**src/rtl/mtsc_pkg.sv**
```systemverilog
// Overview of operation
// RQ1: Input sizes: 1,2,2,3 bytes per operation
// RQ2: Output sizes: 2,1,3,2 bytes per operation
// RQ3: Data right-justified; Manchester ignores high byte
// RQ4: Code-select 0 Manchester, 1 three-of-six
// RQ5: Writing encode-start begins encode in selected code
// RQ6: Upper nibble to middle, lower to low
// RQ7: Manchester: bit 0 to 10, 1 to 01
// RQ8: Input readable until start; output replaces it
// RQ9: Encode and decode start bits self-clear
// RQ10: Hardware only sets ready; software clears it
// RQ11: One control write clears ready and starts
// RQ12: Manchester decode reads middle, low; sets ready
// RQ13: Invalid Manchester byte: error, output all ones
// RQ14: Manchester decode inverts the encode mapping
// RQ15: Manchester encode then decode returns input
// RQ16: Each nibble becomes six bits, 24 total
// RQ17: Three-of-six encode: two bytes in, three out
// RQ18: Fixed sixteen-entry nibble-to-symbol table used
// RQ19: Three-of-six decode reads three bytes, sets ready
// RQ20: Any invalid six-bit field sets error flag
// RQ21: Each valid symbol decodes to its nibble
// RQ22: Three-of-six round trip reproduces two bytes
// RQ23: Software starts with control values 10,11,20,21
// RQ24: Software clears ready and error each operation
// RQ25: Most significant nibble in most significant field
// RQ26: Error stays set until software clears it
package mtsc_pkg;
    localparam int          ADDR_W       = 2;
    localparam logic [1:0]  ADDR_CTRL    = 2'h0;
    localparam logic [1:0]  ADDR_LOW     = 2'h1;
    localparam logic [1:0]  ADDR_MID     = 2'h2;
    localparam logic [1:0]  ADDR_HIGH    = 2'h3;
    localparam int          BIT_READY    = 7;
    localparam int          BIT_ERROR    = 6;
    localparam int          BIT_ENC      = 5;
    localparam int          BIT_DEC      = 4;
    localparam int          BIT_DMA      = 2;
    localparam int          BIT_ENDIAN   = 1;
    localparam int          BIT_MODE     = 0;
    localparam logic [7:0]  CTRL_RST     = 8'h00;
    localparam logic [7:0]  DATA_RST     = 8'h00;
    localparam logic [7:0]  CTRL_RW_MASK = 8'h27 | 8'h10;
    localparam logic [15:0] MAN_BAD_OUT  = 16'h00FF;
    localparam logic [3:0]  TOS_BAD_NIB  = 4'hF;
endpackage

```
**src/rtl/mtsc_codec.sv**
```systemverilog
// Chosen here: the register addresses and the strobed register port.
`timescale 1ns/1ps
module mtsc_codec
    import mtsc_pkg::*;
(
    input  wire logic              i_ref_clk,
    input  wire logic              i_rst_b,
    input  wire logic [ADDR_W-1:0] i_addr,
    input  wire logic [7:0]        i_wdata,
    input  wire logic              i_wr,
    input  wire logic              i_rd,
    output logic      [7:0]        o_rdata,
    output logic                   o_ready,
    output logic                   o_error
);
    logic [7:0]  ctrl_reg;
    logic [7:0]  data_low_byte_reg;
    logic [7:0]  data_mid_byte_reg;
    logic [7:0]  data_high_byte_reg;
    logic [7:0]  rdata_reg;
    logic        go_reg;
    logic        go_enc_reg;

    wire         wr_ctrl = i_wr && (i_addr == ADDR_CTRL);
    wire         wr_low  = i_wr && (i_addr == ADDR_LOW);
    wire         wr_mid  = i_wr && (i_addr == ADDR_MID);
    wire         wr_high = i_wr && (i_addr == ADDR_HIGH);
    wire         mode    = ctrl_reg[BIT_MODE]; // RQ4
    wire         start_enc = wr_ctrl && i_wdata[BIT_ENC]; // RQ5
    wire         start_dec = wr_ctrl && i_wdata[BIT_DEC] && !i_wdata[BIT_ENC];
    wire [23:0]  data_bytes_all = {data_high_byte_reg, data_mid_byte_reg, data_low_byte_reg};

    // Per-nibble lookups; four lanes for the 24-bit symbol case
    logic [5:0] sym    [4];
    logic [3:0] sym_nib[4];
    logic [3:0] sym_ok;
    logic [7:0] man    [2];
    logic [3:0] man_nib[2];
    logic [1:0] man_ok;
    genvar g;
    generate
        for (g = 0; g < 4; g++) begin : g_lane
            logic [7:0] man_o;
            logic [3:0] man_n;
            logic       man_k;
            mtsc_lut u_lut (
                .i_nib     (data_bytes_all[4*g+3:4*g]),
                .i_sym     (data_bytes_all[6*g+5:6*g]),
                .i_man     (data_bytes_all[8*(g%2)+7:8*(g%2)]),
                .o_sym     (sym[g]),
                .o_sym_nib (sym_nib[g]),
                .o_sym_ok  (sym_ok[g]),
                .o_man     (man_o),
                .o_man_nib (man_n),
                .o_man_ok  (man_k)
            );
            if (g < 2) begin : g_man
                assign man[g]     = man_o;
                assign man_nib[g] = man_n;
                assign man_ok[g]  = man_k;
            end
        end
    endgenerate

    // Manchester encode: high nibble to mid byte, low nibble to low byte
    wire [23:0] man_enc = {8'h00, man[1], man[0]}; // RQ6 RQ3 RQ1 RQ2
    wire        man_good = &man_ok;
    // Manchester decode output is a single low byte, or all ones on error
    wire [23:0] man_dec = man_good ? {16'h0000, man_nib[1], man_nib[0]}
                                   : {8'h00, MAN_BAD_OUT}; // RQ12 RQ13 RQ15
    // Symbol order keeps the top nibble in the top field
    wire [23:0] tos_enc = {sym[3], sym[2], sym[1], sym[0]}; // RQ17 RQ25 RQ16
    wire [23:0] tos_dec = {8'h00, sym_nib[3], sym_nib[2], sym_nib[1], sym_nib[0]}; // RQ19 RQ22
    wire        tos_good = &sym_ok;

    wire [23:0] result = go_enc_reg ? (mode ? tos_enc : man_enc)
                                    : (mode ? tos_dec : man_dec);
    wire        bad    = !go_enc_reg && (mode ? !tos_good : !man_good);

    // Control: start bits never stored, so they read back as zero
    logic [7:0] ctrl_next;
    always_comb begin
        ctrl_next = ctrl_reg;
        if (wr_ctrl) begin
            ctrl_next = i_wdata & CTRL_RW_MASK;
            ctrl_next[BIT_ENC] = 1'b0; // RQ9
            ctrl_next[BIT_DEC] = 1'b0;
            // Flags: software may only clear them, a write of one keeps them
            ctrl_next[BIT_READY] = ctrl_reg[BIT_READY] & i_wdata[BIT_READY]; // RQ11 RQ24
            ctrl_next[BIT_ERROR] = ctrl_reg[BIT_ERROR] & i_wdata[BIT_ERROR];
        end
        if (go_reg) begin
            ctrl_next[BIT_READY] = 1'b1; // RQ10
            if (bad) begin
                ctrl_next[BIT_ERROR] = 1'b1; // RQ20 RQ26
            end
        end
    end

    always_ff @(posedge i_ref_clk) begin
        if (!i_rst_b) begin
            ctrl_reg   <= CTRL_RST;
            go_reg     <= 1'b0;
            go_enc_reg <= 1'b0;
        end else begin
            ctrl_reg   <= ctrl_next;
            go_reg     <= start_enc || start_dec;
            go_enc_reg <= start_enc;
        end
    end

    // Data registers: result overwrites input one cycle after start
    always_ff @(posedge i_ref_clk) begin
        if (!i_rst_b) begin
            data_low_byte_reg  <= DATA_RST;
            data_mid_byte_reg  <= DATA_RST;
            data_high_byte_reg <= DATA_RST;
        end else if (go_reg) begin
            {data_high_byte_reg, data_mid_byte_reg, data_low_byte_reg} <= result; // RQ8
        end else begin
            if (wr_low) begin
                data_low_byte_reg <= i_wdata;
            end
            if (wr_mid) begin
                data_mid_byte_reg <= i_wdata;
            end
            if (wr_high) begin
                data_high_byte_reg <= i_wdata;
            end
        end
    end

    wire [7:0] rd_mux = (i_addr == ADDR_CTRL) ? ctrl_reg :
                        (i_addr == ADDR_LOW)  ? data_low_byte_reg :
                        (i_addr == ADDR_MID)  ? data_mid_byte_reg : data_high_byte_reg;

    always_ff @(posedge i_ref_clk) begin
        if (!i_rst_b) begin
            rdata_reg <= 8'h00;
        end else begin
            rdata_reg <= i_rd ? rd_mux : 8'h00;
        end
    end

    assign o_rdata = rdata_reg;
    assign o_ready = ctrl_reg[BIT_READY];
    assign o_error = ctrl_reg[BIT_ERROR];

    property p_ready_after_start;
        @(posedge i_ref_clk) disable iff (!i_rst_b)
        (start_enc || start_dec) |=> ##0 1'b1 ##1 o_ready;
    endproperty
    a_ready_after_start: assert property (p_ready_after_start) // RQ10
        else $error("ready not set after start");

    property p_start_self_clear;
        @(posedge i_ref_clk) disable iff (!i_rst_b)
        wr_ctrl |=> !ctrl_reg[BIT_ENC] && !ctrl_reg[BIT_DEC];
    endproperty
    a_start_self_clear: assert property (p_start_self_clear) // RQ9
        else $error("start bit stuck");

    property p_ready_sticky;
        @(posedge i_ref_clk) disable iff (!i_rst_b)
        (o_ready && !wr_ctrl) |=> o_ready;
    endproperty
    a_ready_sticky: assert property (p_ready_sticky) // RQ10
        else $error("ready cleared by hardware");

    property p_error_sticky;
        @(posedge i_ref_clk) disable iff (!i_rst_b)
        (o_error && !wr_ctrl) |=> o_error;
    endproperty
    a_error_sticky: assert property (p_error_sticky) // RQ26
        else $error("error cleared by hardware");

    property p_man_enc_high_zero;
        @(posedge i_ref_clk) disable iff (!i_rst_b)
        (start_enc && !i_wdata[BIT_MODE] && !wr_high) |=> ##1 (data_high_byte_reg == 8'h00);
    endproperty
    a_man_enc_high_zero: assert property (p_man_enc_high_zero) // RQ3
        else $error("manchester output touches high byte");

    property p_man_bad_ff;
        @(posedge i_ref_clk) disable iff (!i_rst_b)
        (go_reg && !go_enc_reg && !mode && !man_good)
            |=> (data_low_byte_reg == 8'hFF) && o_error;
    endproperty
    a_man_bad_ff: assert property (p_man_bad_ff) // RQ13
        else $error("bad manchester not flagged");

    property p_man_enc_code;
        @(posedge i_ref_clk) disable iff (!i_rst_b)
        (go_reg && go_enc_reg && !mode && data_low_byte_reg == 8'h0F)
            |=> (data_mid_byte_reg == 8'hAA) && (data_low_byte_reg == 8'h55);
    endproperty
    a_man_enc_code: assert property (p_man_enc_code) // RQ7
        else $error("manchester code wrong");

    property p_tos_bad_err;
        @(posedge i_ref_clk) disable iff (!i_rst_b)
        (go_reg && !go_enc_reg && mode && !tos_good) |=> o_error;
    endproperty
    a_tos_bad_err: assert property (p_tos_bad_err) // RQ20
        else $error("bad symbol not flagged");

    property p_input_held;
        @(posedge i_ref_clk) disable iff (!i_rst_b)
        (!go_reg && !i_wr) |=> $stable(data_bytes_all);
    endproperty
    a_input_held: assert property (p_input_held) // RQ8
        else $error("data changed without cause");

    property p_man_dec_upper_zero;
        @(posedge i_ref_clk) disable iff (!i_rst_b)
        (go_reg && !go_enc_reg && !mode)
            |=> (data_high_byte_reg == 8'h00) && (data_mid_byte_reg == 8'h00);
    endproperty
    a_man_dec_upper_zero: assert property (p_man_dec_upper_zero) // RQ3
        else $error("manchester decode touches upper bytes");

    property p_tos_dec_high_zero;
        @(posedge i_ref_clk) disable iff (!i_rst_b)
        (go_reg && !go_enc_reg && mode)
            |=> (data_high_byte_reg == 8'h00);
    endproperty
    a_tos_dec_high_zero: assert property (p_tos_dec_high_zero) // RQ2
        else $error("symbol decode touches high byte");

    property p_enc_no_error;
        @(posedge i_ref_clk) disable iff (!i_rst_b)
        (go_reg && go_enc_reg && !o_error)
            |=> !o_error;
    endproperty
    a_enc_no_error: assert property (p_enc_no_error) // RQ20
        else $error("encode raised error");

    property p_ready_only_on_done;
        @(posedge i_ref_clk) disable iff (!i_rst_b)
        (!o_ready && !go_reg)
            |=> !o_ready;
    endproperty
    a_ready_only_on_done: assert property (p_ready_only_on_done) // RQ10
        else $error("ready set without completion");

    property p_error_only_on_bad;
        @(posedge i_ref_clk) disable iff (!i_rst_b)
        (!o_error && !(go_reg && bad))
            |=> !o_error;
    endproperty
    a_error_only_on_bad: assert property (p_error_only_on_bad) // RQ20
        else $error("error set without bad input");

    property p_start_reads_zero;
        @(posedge i_ref_clk) disable iff (!i_rst_b)
        (i_rd && (i_addr == ADDR_CTRL))
            |=> !o_rdata[BIT_ENC] && !o_rdata[BIT_DEC];
    endproperty
    a_start_reads_zero: assert property (p_start_reads_zero) // RQ9
        else $error("start bit read back as one");

    property p_mode_follows_write;
        @(posedge i_ref_clk) disable iff (!i_rst_b)
        wr_ctrl
            |=> (mode == $past(i_wdata[BIT_MODE]));
    endproperty
    a_mode_follows_write: assert property (p_mode_follows_write) // RQ4
        else $error("code select not taken");

    property p_man_enc_zero_nib;
        @(posedge i_ref_clk) disable iff (!i_rst_b)
        (go_reg && go_enc_reg && !mode && (data_low_byte_reg[7:4] == 4'h0))
            |=> (data_mid_byte_reg == 8'hAA);
    endproperty
    a_man_enc_zero_nib: assert property (p_man_enc_zero_nib) // RQ6
        else $error("manchester upper nibble code wrong");

    property p_man_enc_f_nib;
        @(posedge i_ref_clk) disable iff (!i_rst_b)
        (go_reg && go_enc_reg && !mode && (data_low_byte_reg[3:0] == 4'hF))
            |=> (data_low_byte_reg == 8'h55);
    endproperty
    a_man_enc_f_nib: assert property (p_man_enc_f_nib) // RQ7
        else $error("manchester lower nibble code wrong");

    property p_man_dec_c;
        @(posedge i_ref_clk) disable iff (!i_rst_b)
        (go_reg && !go_enc_reg && !mode && (data_mid_byte_reg == 8'h5A)
            && (data_low_byte_reg == 8'hAA)) |=> (data_low_byte_reg == 8'hC0);
    endproperty
    a_man_dec_c: assert property (p_man_dec_c) // RQ14
        else $error("manchester decode value wrong");

    property p_tos_enc_low;
        @(posedge i_ref_clk) disable iff (!i_rst_b)
        (go_reg && go_enc_reg && mode && (data_low_byte_reg[3:0] == 4'h3))
            |=> (data_low_byte_reg[5:0] == 6'h0B);
    endproperty
    a_tos_enc_low: assert property (p_tos_enc_low) // RQ18
        else $error("symbol for lowest nibble wrong");

    property p_tos_enc_top;
        @(posedge i_ref_clk) disable iff (!i_rst_b)
        (go_reg && go_enc_reg && mode && (data_mid_byte_reg[7:4] == 4'h0))
            |=> (data_high_byte_reg[7:2] == 6'h16);
    endproperty
    a_tos_enc_top: assert property (p_tos_enc_top) // RQ25
        else $error("top nibble not in top field");

    property p_tos_dec_low;
        @(posedge i_ref_clk) disable iff (!i_rst_b)
        (go_reg && !go_enc_reg && mode && (data_low_byte_reg[5:0] == 6'h0B))
            |=> (data_low_byte_reg[3:0] == 4'h3);
    endproperty
    a_tos_dec_low: assert property (p_tos_dec_low) // RQ21
        else $error("lowest symbol decoded wrong");

    property p_tos_dec_top;
        @(posedge i_ref_clk) disable iff (!i_rst_b)
        (go_reg && !go_enc_reg && mode && (data_high_byte_reg[7:2] == 6'h34))
            |=> (data_mid_byte_reg[7:4] == 4'hC);
    endproperty
    a_tos_dec_top: assert property (p_tos_dec_top) // RQ21
        else $error("top symbol decoded wrong");

    property p_write_clears_ready;
        @(posedge i_ref_clk) disable iff (!i_rst_b)
        (wr_ctrl && !i_wdata[BIT_READY] && !go_reg)
            |=> !o_ready;
    endproperty
    a_write_clears_ready: assert property (p_write_clears_ready) // RQ11
        else $error("ready not cleared by write");

    property p_write_clears_error;
        @(posedge i_ref_clk) disable iff (!i_rst_b)
        (wr_ctrl && !i_wdata[BIT_ERROR] && !go_reg)
            |=> !o_error;
    endproperty
    a_write_clears_error: assert property (p_write_clears_error) // RQ26
        else $error("error not cleared by write");

    c_man_enc: cover property (@(posedge i_ref_clk) go_reg && go_enc_reg && !mode);
    c_man_dec: cover property (@(posedge i_ref_clk) go_reg && !go_enc_reg && !mode);
    c_tos_enc: cover property (@(posedge i_ref_clk) go_reg && go_enc_reg && mode);
    c_tos_err: cover property (@(posedge i_ref_clk) go_reg && bad && mode);
    c_man_err: cover property (@(posedge i_ref_clk) go_reg && bad && !mode);
endmodule

```
**src/rtl/mtsc_lut.sv**
```systemverilog
`timescale 1ns/1ps
module mtsc_lut
    import mtsc_pkg::*;
(
    input  wire logic [3:0] i_nib,
    input  wire logic [5:0] i_sym,
    input  wire logic [7:0] i_man,
    output logic      [5:0] o_sym,
    output logic      [3:0] o_sym_nib,
    output logic            o_sym_ok,
    output logic      [7:0] o_man,
    output logic      [3:0] o_man_nib,
    output logic            o_man_ok
);
    logic [5:0] sym_tab [16];
    assign sym_tab = '{6'h16, 6'h0D, 6'h0E, 6'h0B, 6'h1C, 6'h19, 6'h1A, 6'h13,
                       6'h2C, 6'h25, 6'h26, 6'h23, 6'h34, 6'h31, 6'h32, 6'h29}; // RQ18
    assign o_sym = sym_tab[i_nib]; // RQ16

    logic [15:0] hit;
    genvar g;
    generate
        for (g = 0; g < 16; g++) begin : g_inv
            assign hit[g] = (sym_tab[g] == i_sym); // RQ21
        end
        for (g = 0; g < 4; g++) begin : g_man
            assign o_man[2*g+1] = ~i_nib[g]; // RQ7
            assign o_man[2*g]   = i_nib[g];
            assign o_man_nib[g] = i_man[2*g]; // RQ14
        end
    endgenerate

    always_comb begin
        o_sym_nib = TOS_BAD_NIB;
        for (int k = 0; k < 16; k++) begin
            if (hit[k]) begin
                o_sym_nib = 4'(k);
            end
        end
    end
    assign o_sym_ok = |hit; // RQ20
    assign o_man_ok = ((i_man[7] ^ i_man[6]) & (i_man[5] ^ i_man[4])
                     & (i_man[3] ^ i_man[2]) & (i_man[1] ^ i_man[0])); // RQ13
endmodule

```
**config.mk**
```make
export PLATFORM = sky130hd
export DESIGN_NAME = mtsc_codec
export DESIGN_NICKNAME = d
export VERILOG_FILES = /design/src/rtl/mtsc_pkg.sv /design/src/rtl/mtsc_codec.sv /design/src/rtl/mtsc_lut.sv
export SDC_FILE = /design/constraint.sdc
export NUM_CORES = 1
export LEC_CHECK = 0
export ABC_AREA = 1
export BUFFER_PORTS_ARGS = -buffer_cell sky130_fd_sc_hd__buf_2
export CORE_MARGIN = 4
export CORE_UTILIZATION = 55
export CTS_BUF_LIST = sky130_fd_sc_hd__clkbuf_4 sky130_fd_sc_hd__clkbuf_8 sky130_fd_sc_hd__clkbuf_16
export DETAILED_ROUTE_END_ITERATION = 10
export MAX_ROUTING_LAYER = met4
export PLACE_DENSITY = 0.73
export SLEW_MARGIN = 10
export SYNTH_ARGS = -nofsm -noshare
export SYNTH_HDL_FRONTEND = slang
export SYNTH_SLANG_ARGS = --single-unit
```
**constraint.sdc**
```tcl
create_clock -name i_ref_clk -period 1.97 [get_ports i_ref_clk]
set_input_delay 0 -clock i_ref_clk [delete_from_list [all_inputs] [get_ports i_ref_clk]]
set_output_delay 0 -clock i_ref_clk [all_outputs]
set_load 0.02 [all_outputs]
```
# Yosys cells after proc, flatten, opt, wreduce, memory -nomap -nowiden
# Memories as Yosys holds them, arrays and structs flattened.
# Cells that the tools add are included.
[totals]
regBits = 39
romBits = 384
in_bits = 14
output_inout_bits = 10
word_cells = 233
n_memories = 4
[mem_list]
columns = ["memory", "words", "width", "read_ports", "rd_ports_with_merged_regs", "wr", "line", "rtl"]
rows = [
  ["(name not given)", 16, 6, 1, 0, 0, "mtsc_lut.sv:18", "assign o_sym = sym_tab[i_nib];"],
  ["(name not given)", 16, 6, 1, 0, 0, "mtsc_lut.sv:18", ""],
  ["(name not given)", 16, 6, 1, 0, 0, "mtsc_lut.sv:18", ""],
  ["(name not given)", 16, 6, 1, 0, 0, "mtsc_lut.sv:18", ""],
]
[op_classes]
order_cmp = 4
n_eq_ne = 69
muxes = 89
bitwise_logic = 29
n_reduce_logical = 27
[ops]
columns = ["operator", "count"]
rows = [
  ["4-bit 2-to-1 mux", 64],
  ["6-bit == test, first input constant", 32],
  ["5-bit by 6-bit == test with 1-bit output, first input constant", 20],
  ["8-bit 2-to-1 mux", 11],
  ["4-bit by 6-bit == test with 1-bit output, first input constant", 12],
  ["16-bit OR reduction", 4],
  ["24-bit 2-to-1 mux", 2],
  ["6-bit 2-to-1 mux", 8],
  ["5-bit >= comparator, second input constant", 4],
  ["4-bit NOT with 5-bit output", 4],
  ["16-bit 2-to-1 mux", 1],
  ["1-bit NOT", 9],
  ["1-bit AND", 8],
  ["1-bit logical AND", 8],
  ["2-bit nonzero test", 4],
  ["1-bit bitwise XOR", 8],
  ["3-bit inequality test, second input constant", 2],
  ["2-bit == test, second input constant", 2],
  ["1-bit logical NOT", 4],
  ["2-bit AND reduction", 2],
  ["4-bit AND reduction", 1],
  ["3-bit AND reduction", 1],
  ["2-bit by 1-bit == test with 1-bit output, second input constant", 1],
  ["2-bit logical NOT", 1],
  ["4 further kinds", 5],
]

# Longest topological paths before layout
[logic_depth]
ltp_word = 20
mapped_depth = 24
depth_no_buf = 23

# Cells and area by module
# Synthesis repeated with hierarchy kept, for this count alone.
[unflattened]
hier_cells = 747
area_unflattened_um2 = 4282.9
[by_module_without_submodules]
columns = ["module", "instances", "cells_each", "area_per_inst_um2", "seq_area_each_um2"]
rows = [
  ["mtsc_codec", 1, 404, 2431.1, 780.7],
  ["mtsc_lut at g_lane[1].u_lut ...", 3, 86, 464.2, 0.0],
  ["mtsc_lut at g_lane[0].u_lut", 1, 85, 459.2, 0.0],
]

# Worst setup path after synthesis
# No wires, ideal clock.
[synth_path]
path_type = "reg2reg"
startpoint = "register data_mid_byte_reg[6]"
endpoint = "register data_low_byte_reg[0]"
setup_ns = 0.129
arrival_time_ns = 1.967
t_required_ns = 1.841
path_slack_ns = -0.125
stages_incl_launch_ff = 15
n_path_buf = 1
period_less_slack_ns = 2.095
path_cell_list = "dfxtp_1 > clkbuf_1 > inv_1 > ha_1 > inv_1 > nor4_1 > nand2_1 > nor2_2 > inv_1 > nand3_1 > o21ai_0 > nand2_1 > o21ai_1 > a21oi_1 > nor2_1"
[synth_between]
elab_chain_len = 7
[synth_lines]
columns = ["item", "line", "rtl"]
rows = [
  ["from (decl)", "mtsc_codec.sv:18", "logic [7:0] data_mid_byte_reg;"],
  ["from (signal assigned)", "mtsc_codec.sv:119", "{data_high_byte_reg, data_mid_byte_reg, data_low_byte_reg} <= result;"],
  ["from (signal assigned)", "mtsc_codec.sv:125", "data_mid_byte_reg <= i_wdata;"],
  ["1-bit bitwise XOR", "-", ""],
  ["1-bit AND (3 in a row)", "-", ""],
  ["2-bit AND reduction", "mtsc_codec.sv:67", "wire man_good = &man_ok;"],
  ["3-bit inequality test (no line)", "-", ""],
  ["3-bit AND reduction (no line)", "-", ""],
  ["to (signal assigned)", "mtsc_codec.sv:119", ""],
  ["to (signal assigned)", "mtsc_codec.sv:122", "data_low_byte_reg <= i_wdata;"],
  ["to (decl)", "mtsc_codec.sv:17", "logic [7:0] data_low_byte_reg;"],
]
# Every way passes these cells.
# A chain may end at the register's enable or synchronous reset.

# Worst setup path in the final report
[layout_path]
startpoint = "register data_mid_byte_reg[7]"
endpoint = "register ctrl_reg[6]"
[layout_between]
elab_chain_len = 10
elab_cells_between_ends = 29
classes_between = "16 x eq/ne; 3 x mux; 4 x bitwise; 6 x reduce/logical"
[layout_lines]
columns = ["item", "line", "rtl"]
rows = [
  ["branches (longest 6 deep; another with 16-bit OR reduction)", "-", ""],
  ["1-bit 2-to-1 mux *", "mtsc_codec.sv:78", "wire bad = !go_enc_reg && (mode ? !tos_good : !man_good);"],
  ["1-bit logical AND *", "mtsc_codec.sv:78", ""],
  ["1-bit 2-to-1 mux *", "mtsc_codec.sv:94", "if (bad) begin"],
  ["2-bit 2-to-1 mux *", "mtsc_codec.sv:92", "if (go_reg) begin"],
  ["to (signal assigned)", "mtsc_codec.sv:106", "ctrl_reg <= ctrl_next;"],
  ["to (decl)", "mtsc_codec.sv:16", "logic [7:0] ctrl_reg;"],
]
# Mark *: on every way between the ends.

==> results.md <==
* Synth Warn # at 0
* Fraction of registers with async set/reset at 0%
* Largest net degree at the start of global routing at 20
* # nets final at 791
* Met3 usage at 6.32%
* Overall routed net length at 13,600 um
* Synth Instances at 644
* Final antenna-violating net count at 0
* Fmax at 0.475 GHz
* Clk_lat worst skew at 0.30 ns
* Final period util at 107%
* Top FF cell, synth: dfxtp_1
* Sequential share of power at 39.5%
* Die ar. at 8500 um2
* Routability cong. at 1.01
* Syn Std Cell Area at 3900 um2
* Final hold violation count at 0
* Synth top area cells: dfxtp_1, ha_1, nand2_1
* Final setup fails at 5
* Vias per cell at 5.93
* Horiz. Die Dim at 92.2 um
* Comb pwr share at 33.4%
* Switching pwr at 0.000843 W
* Worst Setup Path Type: flip-flop to flip-flop
* Worst setup SP type: flip-flop
* Pwr/cell area at 426 nW/um2
* Dpl ws at -0.186 ns
* Multi-input gate area at 3120 um2
* Met2 Usage GRT at 46.1%
* Clk sink count at 39
* Initial core utilization at 57.1%
* Period minus WS final at 2.11 ns
* Vias in the first global route at 4,384
* Mean area per synthesized cell at 6.05 um2
* Sw Share at 38.1%
* GRT busiest layer: met2
* Grt met1 use at 41.1%
* First-pass GRT wire length at 20,700 um
* Filler instances at 555
* Top-area cell type share of the netlist area at 20.0%
* Maximum fanout along the worst path at 8
* Lkg Pwr at 2.40 nW
* TNS Setup at -0.249 ns
* Total CTS buffers at 5
* Ant diodes at 0
* Required @ worst endpoint at 2.15 ns
* Gr usage total at 31.0%
* Synth area leader: dfxtp_1
* Min-Delay Path Class: input pin to flip-flop
* Worst IR drop on VDD at 0.000382 V
* Clock-pin slew on the worst setup and hold paths at 0.09 ns
* Inst Count DP at 812
* EDFF count, synth at 0
* Layout Skew at 0.00937 ns
* Power share of the clock group at 27.0%
* Critical Path End Type: flip-flop
* Status: finished, violations left
* Post-DP HPWL at 9870 um
* Row Count at 30
* CTS max path bufs at 2
* Failing checks: setup timing
* Worst-Margin Slew at 0.501 ns
* Final setup margin at -0.137 ns
* Seq/Total Area, Yosys at 20.0%
* CTS root buf: clkbuf_8
* Synth Register Bits at 39
* Routed WL per cell at 16.4 um
* MaxCap Viol Count at 0
* Internal power at 0.00137 W
* Syn_nets at 699
* Core area at 6830 um2
* Via Count at 4,937
* P&R area growth vs syn at 33.4%
* Worst slew margin at 66.4%
* GRT overflow at 0
* Die H at 92.2 um
* RSZ-0062 raised after global routing: yes
* R2r setup slk at -0.14 ns
* CTS tree: done
* Final Slew Violations at 0
* CTS H-tree lvls at 2
* DRT Pass-1 Iters at 6
* Share of cells above drive strength 1 at 28.1%
* Worst endpoint data arrival time at 2.28 ns
* Port Buf Inserts at 23
* Post-synthesis cell type count at 37
* Initial antenna violation count at 0
* I/O pins at 24
* Reg area at 802 um2
* DR iter-0 viols at 557
* Cell Count, Final, Fillers Out at 833
* Residual DRC count at 0
per-stage QoR:
step	utilization, %	cell area, um2	total power, W	hold WS, ns
after global routing	76.1	5200	0.00231	0.0465
after floorplan	-	3930	0.00125	0.149
after CTS	70.8	4840	0.00212	0.0161
final	76.1	5200	0.00221	0.0137
after detailed placement	66.5	4540	0.00149	0.274
after global placement	66.5	4540	0.00149	0.266
cell usage in the layout, fill, tap and decap left out, types with 6 or more instances in the layout:
master   count
buf_6        7
o21ai_1      7
a31oi_1     17
nor3_1       6
ha_1        17
nand2_2      6
o21ai_0     56
nor2_2      14
a21oi_1     40
buf_4       65
buf_2       23
ha_4        16
inv_1       73
dfxtp_2     14
nand2_1    132
nand3_1     56
nor2_1      67
inv_2       10
ha_2         8
dfxtp_1     24
nand4_1      6
area by class of cell:
class                   instances  area share, %
flip-flops and latches         39           15.4
multi-input cells             502           59.9
well taps                      96           2.31
clock inverters                 3          0.457
repair buffers                 99           13.9
inverters                      89           6.69
clock buffers                   5           1.32
power groups by stage:
| stage | sequential, W | clock, W | combinational [W] |
|---|---|---|---|
| detailed placement | 0.000885 | 0 | 0.000607 |
| global placement | 0.000884 | 0 | 0.000601 |
| CTS | 0.000868 | 0.000598 | 0.000649 |
| finish | 0.000875 | 0.000599 | 0.000740 |
| floorplan | 0.000903 | 0 | 0.000344 |
| global route | 0.000880 | 0.000626 | 0.000803 |
critical path: stages, from the launching register on:
cell,delay (ns)
dfxtp_2,0.34
buf_6,0.14
ha_2,0.21
nand2_1,0.09
o21ai_0,0.36
nor2_2,0.10
nand2_2,0.12
nor3_4,0.06
a21oi_2,0.19
o221ai_2,0.13
o21ai_2,0.16
a21oi_1,0.08
path summary, 6_finish.rpt:
check / start / endpoint / depth (start not counted)
hold / removal: i_rd / o_rdata[7] / 3
setup / recovery: data_mid_byte_reg[7] / ctrl_reg[6] / 11
hold reg to reg: ctrl_reg[7] / o_rdata[7] / 2
setup reg to reg: data_mid_byte_reg[7] / ctrl_reg[6] / 11
synthesized netlist by cell type, types with 2 or more instances:
library cell	n
o21ai_0	59
buf_2	6
o211ai_1	4
a211oi_1	4
nand2_2	2
nor2_2	6
a221oi_1	5
nor3_1	11
o22ai_1	3
nor4_1	3
inv_1	85
nor3_2	3
dfxtp_1	39
nor2_1	75
a31oi_1	18
nand3_1	60
nand4_1	6
nand2_1	136
a21oi_2	3
o21ai_1	6
clkinv_1	3
ha_1	41
o221ai_1	3
or2_2	3
clkbuf_1	6
o31ai_1	2
a21oi_1	42
cell families after synthesis:
logic type	synth area share [%]
AND/OR/NAND/NOR	33.9
flip-flops	20.0
buffers and inverters	10.4
adder cells (fa/ha/maj)	13.2
AO/OA/AOI/OAI	22.6
metal layers:
metal | share of wire, % | routed length [um]
met5 | 0 | 0
met4 | 3.4 | 465
met3 | 10 | 1380
met2 | 45 | 6140
met1 | 41 | 5650
what timing repair did:
item / in CTS / in global routing
setup buffers: 7 / 2
gates resized for setup: 33 / 85
hold endpoints to repair: 4 / 0
setup endpoints to repair: 7 / 12
hold buffers: 4 / 0
gates cloned: 0 / 0
pin swaps: 7 / 18
Note: power is estimated with default switching activity, not from simulation.
